<file path="config.mk">
export PLATFORM = sky130hd
export DESIGN_NAME = tcmc_channel_ctl
export DESIGN_NICKNAME = d
export VERILOG_FILES = /design/src/shared/tcmc_pkg.sv /design/src/design/tcmc_filter.sv /design/src/design/tcmc_channel_ctl.sv
export SDC_FILE = /design/constraint.sdc
export NUM_CORES = 1
export LEC_CHECK = 0
export ABC_AREA = 0
export CORE_ASPECT_RATIO = 1.75
export CORE_MARGIN = 2
export CORE_UTILIZATION = 45
export CTS_CLUSTER_SIZE = 12
export DETAILED_ROUTE_END_ITERATION = 10
export DONT_BUFFER_PORTS = 1
export GPL_TIMING_DRIVEN = 0
export HOLD_SLACK_MARGIN = 0.08
export SLEW_MARGIN = 20
export SYNTH_ARGS = -nofsm -noshare
export SYNTH_HDL_FRONTEND = slang
export SYNTH_SLANG_ARGS = --single-unit
</file>
<file path="constraint.sdc">
create_clock -name ref_clk -period 9.9 [get_ports ref_clk]
set_clock_uncertainty 0.15 [all_clocks]
set_input_delay 1.98 -clock ref_clk [delete_from_list [all_inputs] [get_ports ref_clk]]
set_output_delay 1.98 -clock ref_clk [all_outputs]
set_load 0.05 [all_outputs]
</file>
<file path="src/shared/tcmc_pkg.sv">
// Package of constants and types for the timer channel mode control block
package tcmc_pkg;
    localparam int          ADDR_W         = 4;
    localparam int          DATA_W         = 32;
    // Register offsets (word aligned byte addresses)
    localparam logic [3:0]  OFS_CTL_LOW    = 4'h0;
    localparam logic [3:0]  OFS_CMP_VALUE  = 4'h4;
    localparam logic [3:0]  OFS_CMP_ACTIVE = 4'h8;
    localparam logic [3:0]  OFS_STATUS     = 4'hC;
    // Field positions of channel_pair_control_low
    localparam int          MS0_LSB        = 0;
    localparam int          FEN0_BIT       = 2;
    localparam int          SEN0_BIT       = 3;
    localparam int          PSC0_LSB       = 2;
    localparam int          FLT0_LSB       = 4;
    localparam int          MS1_LSB        = 8;
    localparam int          PSC1_LSB       = 10;
    localparam int          FLT1_LSB       = 12;
    localparam int          CTL_USED_W     = 16;
    // Reset values
    localparam logic [15:0] CTL_RESET      = 16'h0000;
    localparam logic [15:0] CMP_RESET      = 16'h0000;
    // Codes
    localparam logic [1:0]  MS_OUTPUT      = 2'h0;
    localparam logic [1:0]  MS_IN_CH0      = 2'h1;
    localparam logic [1:0]  MS_IN_CH1      = 2'h2;
    localparam logic [1:0]  MS_IN_TRIG     = 2'h3;
    localparam logic [1:0]  PROTECTION_LEVEL_LOCKED    = 2'h3;
    localparam logic [2:0]  CMP_PWM0       = 3'h6;
    localparam logic [2:0]  CMP_PWM1       = 3'h7;
    // Filter sample counter width
    localparam int          FCNT_W         = 4;
    typedef enum logic [1:0] {
        TCMC_IDLE, TCMC_HUNT
    } tcmc_filt_state_t;
endpackage

</file>
<file path="src/design/tcmc_filter.sv">
// Digital input filter: validates a level after a run of equal samples
`timescale 1ns/1ns
`default_nettype none
module tcmc_filter (
    input  wire logic                      ref_clk,
    input  wire logic                      sys_rst,
    input  wire logic                      sample_en,
    input  wire logic [3:0]                filter_code,
    input  wire logic                      raw_in,
    output logic                           filt_out
);
    import tcmc_pkg::*;

    logic [tcmc_pkg::FCNT_W-1:0] cnt_ff, nxt_cnt;
    logic                        last_ff, nxt_last;
    logic                        out_ff, nxt_out;
    logic [tcmc_pkg::FCNT_W-1:0] need;

    // Required run of equal samples for each filter code
    function automatic logic [3:0] run_len(input logic [3:0] code);
        unique case (code)
            4'h0: run_len = 4'h1;
            4'h1: run_len = 4'h2;
            4'h2: run_len = 4'h4;
            4'h3, 4'h5, 4'h7, 4'h9, 4'hC, 4'hF: run_len = 4'h8;
            4'hA, 4'hD: run_len = 4'h5;
            default: run_len = 4'h6;
        endcase
    endfunction

    assign need = run_len(filter_code);

    // Count equal samples, restart on any difference
    always_comb begin
        nxt_cnt  = cnt_ff;
        nxt_last = last_ff;
        nxt_out  = out_ff;
        if (filter_code == 4'h0) begin
            nxt_out  = raw_in;
            nxt_last = raw_in;
            nxt_cnt  = '0;
        end else if (sample_en) begin
            nxt_last = raw_in;
            if (raw_in != last_ff) begin
                nxt_cnt = 4'h1;
            end else if (cnt_ff < need) begin
                nxt_cnt = cnt_ff + 4'h1;
            end
            if (raw_in == last_ff && cnt_ff + 4'h1 >= need) begin
                nxt_out = raw_in;
            end
        end
    end

    // Filter state registers
    always_ff @(posedge ref_clk) begin
        if (sys_rst) begin
            cnt_ff  <= '0;
            last_ff <= 1'b0;
            out_ff  <= 1'b0;
        end else begin
            cnt_ff  <= nxt_cnt;
            last_ff <= nxt_last;
            out_ff  <= nxt_out;
        end
    end

    assign filt_out = out_ff;
endmodule // tcmc_filter
`default_nettype wire

</file>
<file path="src/design/tcmc_channel_ctl.sv">
// Channel pair mode control: register, shadowing, fast compare, inputs
//
// Behaviour
// - Shadow enable set: compare writes wait for update event, else immediate.
// - Shadow enable bit locked when protection is 11 and mode is 00.
// - Fast enable: trigger edge acts as compare match and raises the compare event.
// - Fast acceleration only in PWM mode 0 or 1.
// - Channel 0 mode field writable only while channel disabled.
// - Mode 00 output, 01 input0, 10 input1, 11 internal trigger.
// - Filter accepts level after configured count of equal samples.
// - Channel 1 filter field behaves like channel 0; the channel 1 divider field has no effect.
// - Divider captures every 1, 2, 4, 8 edges; reset on disable.
`timescale 1ns/1ns
`default_nettype none
module tcmc_channel_ctl (
    input  wire logic                        ref_clk,
    input  wire logic                        sys_rst,
    input  wire logic [tcmc_pkg::ADDR_W-1:0] reg_addr,
    input  wire logic [tcmc_pkg::DATA_W-1:0] reg_wdata,
    input  wire logic                        reg_wr,
    input  wire logic                        reg_rd,
    output logic      [tcmc_pkg::DATA_W-1:0] reg_rdata,
    input  wire logic                        update_event,
    input  wire logic                        counter_match,
    input  wire logic                        ch0_enable_bit,
    input  wire logic [1:0]                  protection_level,
    input  wire logic                        single_pulse_flag,
    input  wire logic                        internal_trigger_signal,
    input  wire logic                        trigger_edge,
    input  wire logic [2:0]                  ch0_compare_mode,
    input  wire logic                        filter_sample_rate,
    input  wire logic                        ch0_input_raw,
    input  wire logic                        ch1_input_raw,
    output logic                             ch0_compare_event,
    output logic                             ch0_capture_event,
    output logic                             ch1_filtered,
    output logic                             pwm_shadow_warn
);
    import tcmc_pkg::*;

    logic [15:0] ctl_ff, nxt_ctl;
    logic [15:0] cmp_shadow_ff, nxt_cmp_shadow;
    logic [15:0] cmp_active_ff, nxt_cmp_active;
    logic [31:0] rdata_ff, nxt_rdata;
    logic        cmp_ev_ff, nxt_cmp_ev;
    logic        cap_ev_ff, nxt_cap_ev;
    logic [2:0]  psc_cnt_ff, nxt_psc_cnt;
    logic        sel_last_ff, nxt_sel_last;
    logic        ch1f_ff, nxt_ch1f;
    logic        warn_ff, nxt_warn;
    logic        filt0, filt1, sel_in;
    logic        wr_ctl, is_pwm, cap_edge;

    // Filters for both channel inputs
    tcmc_filter u_filt0 (
        .ref_clk     (ref_clk),
        .sys_rst     (sys_rst),
        .sample_en   (filter_sample_rate),
        .filter_code (ctl_ff[FLT0_LSB +: 4]),
        .raw_in      (ch0_input_raw),
        .filt_out    (filt0)
    );
    tcmc_filter u_filt1 (
        .ref_clk     (ref_clk),
        .sys_rst     (sys_rst),
        .sample_en   (filter_sample_rate),
        .filter_code (ctl_ff[FLT1_LSB +: 4]),
        .raw_in      (ch1_input_raw),
        .filt_out    (filt1)
    );

    // Edge count mask (divisor minus one) for a divider code
    function automatic logic [2:0] div_mask(input logic [1:0] code);
        div_mask = 3'((4'h1 << code) - 4'h1);
    endfunction

    // Input source selection
    always_comb begin
        unique case (ctl_ff[MS0_LSB +: 2])
            MS_IN_CH0:  sel_in = filt0;
            MS_IN_CH1:  sel_in = filt1;
            MS_IN_TRIG: sel_in = internal_trigger_signal;
            MS_OUTPUT:  sel_in = 1'b0;
        endcase
    end

    assign wr_ctl   = reg_wr && reg_addr == OFS_CTL_LOW;
    assign is_pwm   = ch0_compare_mode == CMP_PWM0 ||
                      ch0_compare_mode == CMP_PWM1;
    assign cap_edge = ctl_ff[MS0_LSB +: 2] != MS_OUTPUT &&
                      ch0_enable_bit && sel_in && !sel_last_ff;

    // Control and compare next state
    // Bits 3:2 double as the divider field in capture view
    always_comb begin
        nxt_ctl        = ctl_ff;
        nxt_cmp_shadow = cmp_shadow_ff;
        nxt_cmp_active = cmp_active_ff;
        if (wr_ctl) begin
            nxt_ctl[15:4] = reg_wdata[15:4];
            nxt_ctl[FEN0_BIT] = reg_wdata[FEN0_BIT];
            if (!(protection_level == PROTECTION_LEVEL_LOCKED &&
                  ctl_ff[MS0_LSB +: 2] == MS_OUTPUT)) begin
                nxt_ctl[SEN0_BIT] = reg_wdata[SEN0_BIT];
            end
            if (!ch0_enable_bit) begin
                nxt_ctl[MS0_LSB +: 2] = reg_wdata[MS0_LSB +: 2];
            end
        end
        if (reg_wr && reg_addr == OFS_CMP_VALUE) begin
            nxt_cmp_shadow = reg_wdata[15:0];
            if (!ctl_ff[SEN0_BIT]) begin
                nxt_cmp_active = reg_wdata[15:0];
            end
        end
        if (update_event && ctl_ff[SEN0_BIT]) begin
            nxt_cmp_active = nxt_cmp_shadow;
        end
    end

    // Control and compare registers
    always_ff @(posedge ref_clk) begin
        if (sys_rst) begin
            ctl_ff        <= CTL_RESET;
            cmp_shadow_ff <= CMP_RESET;
            cmp_active_ff <= CMP_RESET;
        end else begin
            ctl_ff        <= nxt_ctl;
            cmp_shadow_ff <= nxt_cmp_shadow;
            cmp_active_ff <= nxt_cmp_active;
        end
    end

    // Capture divider next state
    always_comb begin
        nxt_psc_cnt  = psc_cnt_ff;
        nxt_sel_last = sel_in;
        nxt_cap_ev   = 1'b0;
        if (!ch0_enable_bit) begin
            nxt_psc_cnt = '0;
        end else if (cap_edge) begin
            if ((psc_cnt_ff & div_mask(ctl_ff[PSC0_LSB +: 2])) ==
                div_mask(ctl_ff[PSC0_LSB +: 2])) begin
                nxt_psc_cnt = '0;
                nxt_cap_ev  = 1'b1;
            end else begin
                nxt_psc_cnt = psc_cnt_ff + 3'h1;
            end
        end
    end

    // Capture divider registers
    always_ff @(posedge ref_clk) begin
        if (sys_rst) begin
            psc_cnt_ff  <= '0;
            sel_last_ff <= 1'b0;
            cap_ev_ff   <= 1'b0;
        end else begin
            psc_cnt_ff  <= nxt_psc_cnt;
            sel_last_ff <= nxt_sel_last;
            cap_ev_ff   <= nxt_cap_ev;
        end
    end

    // Event and status next state
    always_comb begin
        nxt_ch1f   = filt1;
        // Fast trigger counts as a match only in PWM modes
        nxt_cmp_ev = counter_match;
        if (ctl_ff[FEN0_BIT] && is_pwm && trigger_edge) begin
            nxt_cmp_ev = 1'b1;
        end
        // Flag PWM without shadow outside single pulse use
        nxt_warn   = is_pwm && !ctl_ff[SEN0_BIT] &&
                     !single_pulse_flag;
    end

    // Event and status registers
    always_ff @(posedge ref_clk) begin
        if (sys_rst) begin
            cmp_ev_ff <= 1'b0;
            ch1f_ff   <= 1'b0;
            warn_ff   <= 1'b0;
        end else begin
            cmp_ev_ff <= nxt_cmp_ev;
            ch1f_ff   <= nxt_ch1f;
            warn_ff   <= nxt_warn;
        end
    end

    // Read data next state, zero outside the answer cycle
    always_comb begin
        nxt_rdata = '0;
        if (reg_rd) begin
            unique case (reg_addr)
                OFS_CTL_LOW:    nxt_rdata = {16'h0000, ctl_ff};
                OFS_CMP_VALUE:  nxt_rdata = {16'h0000, cmp_shadow_ff};
                OFS_CMP_ACTIVE: nxt_rdata = {16'h0000, cmp_active_ff};
                OFS_STATUS:     nxt_rdata = {27'h0, psc_cnt_ff,
                                             filt1, filt0};
                default:        nxt_rdata = '0;
            endcase
        end
    end

    // Read data register
    always_ff @(posedge ref_clk) begin
        if (sys_rst) begin
            rdata_ff <= '0;
        end else begin
            rdata_ff <= nxt_rdata;
        end
    end

    assign reg_rdata         = rdata_ff;
    assign ch0_compare_event = cmp_ev_ff;
    assign ch0_capture_event = cap_ev_ff;
    assign ch1_filtered      = ch1f_ff;
    assign pwm_shadow_warn   = warn_ff;
endmodule // tcmc_channel_ctl
`default_nettype wire

</file>
==> Yosys cells after proc, flatten, opt, wreduce, memory -nomap -nowiden <==
Memories as Yosys holds them, arrays and structs flattened. A register that Yosys moved wholly into a read port is not among the register bits.
Index checks and enable logic that the tools add are counted.
W data, S select, Z words.
{ "totals": {"in_bits": 54, "mem_bits_ro": 128, "latch_bits": 0, "out_inout_bits": 36, "mem_count": 2, "mem_bits_rw": 0, "reg_bits": 100} }
{ "op_classes": {"shift": 1, "div_mod_pow": 0, "n_mul": 0, "reduce_logical": 41, "eq_ne": 15, "n_mux": 27, "n_lt_le_gt_ge": 4, "add_sub_neg": 4, "n_bitwise": 5} }
{ "mem_list": {"columns": ["memory", "depth", "width", "read_ports", "rd_ports_with_merged_regs", "write_ports", "line_no", "source"], "rows": [
  ["(name not given)", 16, 4, 1, 1, 0, "tcmc_filter.sv:21", "unique case (code)"],
  ["(name not given)", 16, 4, 1, 1, 0, "tcmc_filter.sv:21", null]
]} }
{ "op_table": {"columns": ["operator", "count"], "rows": [
  ["$mux W16", 4],
  ["$pmux W16 S4", 1],
  ["$mux W4", 8],
  ["$reduce_bool A2 Y1", 8],
  ["$reduce_and A2 Y1", 7],
  ["$logic_and A1 B1 Y1", 13],
  ["$logic_not A4 Y1", 3],
  ["$mux W1", 12],
  ["$add A4 B1 Y4 const B", 2],
  ["$eq A4 B4 Y1 const B", 2],
  ["$ge A4 B4 Y1", 2],
  ["$lt A4 B4 Y1", 2],
  ["$reduce_or A2 Y1", 4],
  ["$eq A2 B2 Y1 const B", 3],
  ["$eq A3 B3 Y1 const B", 2],
  ["$eq A4 B3 Y1 const B", 1],
  ["$not A1 Y1", 4],
  ["$pmux W1 S4", 1],
  ["$add A3 B1 Y3 const B", 1],
  ["$and A3 B3 Y3", 1],
  ["$eq A3 B3 Y1", 1],
  ["$logic_not A1 Y1", 3],
  ["$mux W3", 1],
  ["$reduce_or A3 Y1", 1],
  ["other kinds (8)", 10]
]} }

==> Logic depth before layout (Yosys ltp) <==
{ "depth": {"depth_word": 6, "mapped_depth": 12, "depth_no_buf": 9} }

==> Hierarchy <==
From an unflattened synthesis, not the netlist that was laid out.
{ "unflattened": {"hier_cells": 548, "hier_area_um2": 4707.0} }
{ "modules_own_cells": {"columns": ["module", "seq_area_each_um2", "cells_each", "area_per_inst_um2", "n_inst"], "rows": [
  ["tcmc_channel_ctl", 1441.4, 356, 3171.8, 1],
  ["tcmc_filter (u_filt0)", 120.1, 96, 768.2, 1],
  ["tcmc_filter (u_filt1)", 120.1, 96, 767.0, 1]
]} }

==> Least setup slack after synthesis <==
Ideal clock, no wire load.
{ "synth_path": {"path_type": "input to register", "startpoint": "in reg_addr[3] (netlist bit)", "endpoint": "reg u_filt1.need[1] (netlist name)", "t_arrival_ns": 4.372, "path_stages": 11, "required_time_ns": 9.628, "path_slack_ns": 5.257, "path_cell_list": "or4b_4 buf_6 nor2_8 buf_1 nand2_1 a21oi_1 inv_1 ha_1 inv_1 mux2_1 a221o_1"} }
{ "synth_between": {"elab_chain_len": 4} }
{ "synth_rtl": {"columns": ["item", "line_no", "source"], "rows": [
  ["start, declared", "tcmc_channel_ctl.sv:18", "input wire logic [tcmc_pkg::ADDR_W-1:0] reg_addr,"],
  ["$logic_not A4 Y1", "tcmc_channel_ctl.sv:87", "assign wr_ctl = reg_wr && reg_addr == OFS_CTL_LOW;"],
  ["$logic_and A1 B1 Y1", "tcmc_channel_ctl.sv:87", null],
  ["$mux W4 (no line) (2 in series)", null, null]
]} }
No other way between the ends.
A chain may end at the register's enable or synchronous reset.

==> Worst setup path in the final report <==
{ "layout_path": {"startpoint": "in reg_addr[3] (netlist bit)", "endpoint": "reg u_filt1.need[1] (netlist name)"} }
{ "layout_between": {"elab_chain_len": 4} }
{ "layout_rtl": {"columns": ["item", "line_no"], "rows": [
  ["$logic_not A4 Y1", "tcmc_channel_ctl.sv:87"],
  ["$logic_and A1 B1 Y1", "tcmc_channel_ctl.sv:87"],
  ["$mux W4 (no line) (2 in series)", null]
]} }
No other way between the ends.

==> results.tsv <==
stage	metric	value	unit
clock_network	cts_resized	0	
detailed_routing	wire_per_inst	18.6	µm
timing	finalHoldViolations	0	
die	initial_core_util	46.0	%
detailed_routing	wl	12.7	mm
logic_synthesis	ys_top_cells_by_count	92 x dfxtp_1, 64 x nor2_1, 45 x nand2_1	
global_routing	grtUsageTotal	22.9	%
detailed_routing	drt_iter0_markers	219	
logic_synthesis	synth_largest_type_area_fraction	39.1	%
clock_network	cts-root-buf	clkbuf_16	
critical_path	critPathCaptureType	register	
detailed_routing	drtPass1Iterations	5	
timing	worst_slew_pin_slew	876	ps
logic_synthesis	synthesis.area	4710	µm²
layout	area_delta_synth_final	10.1	%
critical_path	critPathLaunch	reg_addr[3]	
place	pre_cts_slack	4820	ps
timing	finalCritPeriodShare	47.9	%
global_routing	antenna_found_initial	0	
critical_path	setup.worst_path.class	in2reg	
logic_synthesis	yosysUniqueCellTypes	59	
logic_synthesis	synth_area_leaders	dfxtp_1 39%, ha_1 7.7%, mux2i_1 6.0%, nor2_1 5.1%, nand2_1 3.6%	
timing	finalSetupViolations	0	
power_and_ir_drop	ir_worst_vdd	102	µV
layout	register_area	1840	µm²
die	dieArea	11300	µm²
outcome	outcome	finished clean	
power_and_ir_drop	internal_power	570	µW
clock_network	cts_hold_buf	0	
power_and_ir_drop	clockPowerShare	41.0	%
layout	multi_input_area	2580	µm²
die	die_x	81.3	µm
power_and_ir_drop	p_leak	0.00205	µW
clock_network	ctsLongestPathBuffers	2	
logic_synthesis	yosysMostFrequentCell	dfxtp_1	
logic_synthesis	ys_seq_area_share	39.1	%
critical_path	reg2reg_to	cmp_active_ff[0]	
clock_network	cts_tree	built	
clock_network	clkSinkCount	92	
power_and_ir_drop	switching_share	25.0	%
run	drv_cap	0	
logic_synthesis	ys_warn_count	0	
timing	slew_viol_final	0	
die	num_rows	49	
power_and_ir_drop	p_sw	190	µW
clock_network	clkLatencyLatePin	350	ps
logic_synthesis	avgSynthCellArea	8.89	µm²
critical_path	endpoint	u_filt1.need[1]	
clock_network	path_clk_slew	60	ps
layout	layout.nets	639	
global_routing	grt_pass1_wl	19.7	mm
place	numPortBuffers	0	
timing	relSlewSlack	41.1	%
logic_synthesis	ys_ff_latch	92	
hold_path	min_path_cells	2	
critical_path	r2r_start	ctl_ff[3]	
layout	drive_above_1_share	8.41	%
clock_network	cts_setup_buffers	0	
layout	fillers	995	
clock_network	numCtsBuffers	9	
timing	fin_tns_setup	0	ps
hold_path	worst_hold_path_type	reg2reg	
critical_path	r2r_cells	7	
place	gp_congestion	0.848	
clock_network	cts.htree.levels	3	
logic_synthesis	synth_top_area_cell	dfxtp_1	
logic_synthesis	synth_flop_cell	dfxtp_1	
global_routing	grt-ovfl-total	0	
logic_synthesis	async_flop_share	0	%
detailed_routing	via_per_inst	5.82	
die	fp.dieH	139	µm
critical_path	timing.reg2reg.setup_slack	7620	ps
detailed_routing	vias	3994	
timing	fin_hold_ws	305	ps
detailed_routing	drc_errors	0	
global_routing	grt_pass1_vias	3877	
timing	min_period	4750	ps
logic_synthesis	synth_edf_count	0	
die	io_pins	90	
place	dpl.hpwl	9.31	mm
global_routing	grt_max_degree	14	
timing	max_freq	0.211	GHz
critical_path	crit_arrival	4830	ps
critical_path	crit_fanout	10	
power_and_ir_drop	p_seq_share	50.2	%
logic_synthesis	synthCells	530	
detailed_routing	postRouteAntennaNets	0	
power_and_ir_drop	pwr-share-comb	8.8	%
critical_path	worstSetupStartpointType	input port	
timing	setup_ws	5150	ps
die	core-area	10200	µm²
timing	rsz0062_at_grt	false	
power_and_ir_drop	powerDensity	147	nW/µm²
layout	num_antenna_cells	0	
critical_path	critPathRequiredTime	9980	ps
==> layout make-up <==
| cell class | instances | area share, % |
|---|---|---|
| Clock buffer | 12 | 4.76 |
| Multi-Input combinational cell | 388 | 49.7 |
| Clock inverter | 2 | 0.241 |
| Buffer | 43 | 5.07 |
| Inverter | 22 | 1.59 |
| Sequential cell | 92 | 35.5 |
| Tap cell | 127 | 3.07 |
==> through the flow <==
step	utilization [%]	cells	area, µm²	total power, µW
2_1_floorplan	-	545	4770	442
3_3_place_gp	48.1	672	4920	455
3_5_place_dp	48.1	672	4920	456
4_1_cts	50.6	686	5180	764
5_1_grt	50.6	686	5180	780
6_report	50.6	686	5180	760
==> power groups by stage <==
stage               clock network, µW  registers (µW)  logic (µW)
finish                            312             382        66.6
detailed placement                  0             390        65.9
CTS                               316             382        66.2
global route                      326             382        71.7
floorplan                           0             389        53.0
global placement                    0             390        65.2
==> cell usage in the layout, fill, tap and decap left out, types with 3 or more instances in the layout <==
cell       Yosys  final
conb_1         1     16
dfxtp_1       92     92
nor3_1        11     11
mux2i_1       28     28
xor2_1         5      5
and2_1         3      3
o22ai_1        3      3
buf_6          3      3
inv_1         22     22
nor4b_1        3      3
nor4_1         5      5
a221o_1        3      3
o2bb2ai_1      7      7
nand3_1        7      7
a21oi_1       32     32
nand2_1       45     45
a2bb2oi_1      9      9
clkbuf_16      0      9
nor2b_1        8      8
nand2b_1       5      5
xnor2_1        4      4
buf_4         16     16
nand3b_1       3      3
clkbuf_1      18     20
o21ai_0        7      7
buf_1          3      3
a22oi_1       22     22
a31oi_1       21     21
ha_1          29     29
nor2_1        64     64
a221oi_1      10     10
a211oi_1       3      3
==> sequential cells by signal, summed over array words and instances (netlist names) <==
name               cells
cmp_active_ff         16
cmp_shadow_ff         16
ctl_ff                16
reg_rdata             16
u_filt0.cnt_ff         4
u_filt0.need           4
u_filt1.cnt_ff         4
u_filt1.need           4
psc_cnt_ff             3
ch0_capture_event      1
ch0_compare_event      1
ch1_filtered           1
pwm_shadow_warn        1
sel_last_ff            1
u_filt0.filt_out       1
u_filt0.last_ff        1
u_filt1.filt_out       1
u_filt1.last_ff        1
==> kinds of logic after synthesis <==
family | share of synthesized area, %
compound gates | 19.9
other cells | 0.0796
flops | 39.1
fa+ha+maj | 7.70
buf+inv | 7.33
simple gates | 17.0
mux | 7.20
xor+xnor | 1.67
==> metal layers <==
metal,up-vias,track usage [%],part of all wire (%)
li1,1942,-,-
met1,1911,25.8,39
met2,109,39.3,51
met3,32,5.06,5.8
met4,0,11.8,3.6
met5,-,0,0
==> critical path, stage by stage <==
cell and delay, ps:
or4b_4 510, buf_6 160, nor2_8 130, buf_1 510, nand2_1 160, a21oi_1 320, inv_1 120, ha_1 320
inv_1 50, mux2_1 280, a221o_1 280
==> how the worst min path moves through the flow <==
stage,start,slack [ps],endpoint
6_report,cmp_active_ff[1],300,cmp_active_ff[1]
3_3_place_gp,cmp_active_ff[14],290,cmp_active_ff[14]
2_1_floorplan,cmp_active_ff[10],280,cmp_active_ff[10]
4_1_cts,cmp_active_ff[1],300,cmp_active_ff[1]
3_5_place_dp,cmp_active_ff[14],290,cmp_active_ff[14]
5_1_grt,cmp_active_ff[14],320,cmp_active_ff[14]
No activity file was read; power rests on OpenSTA's default activity.
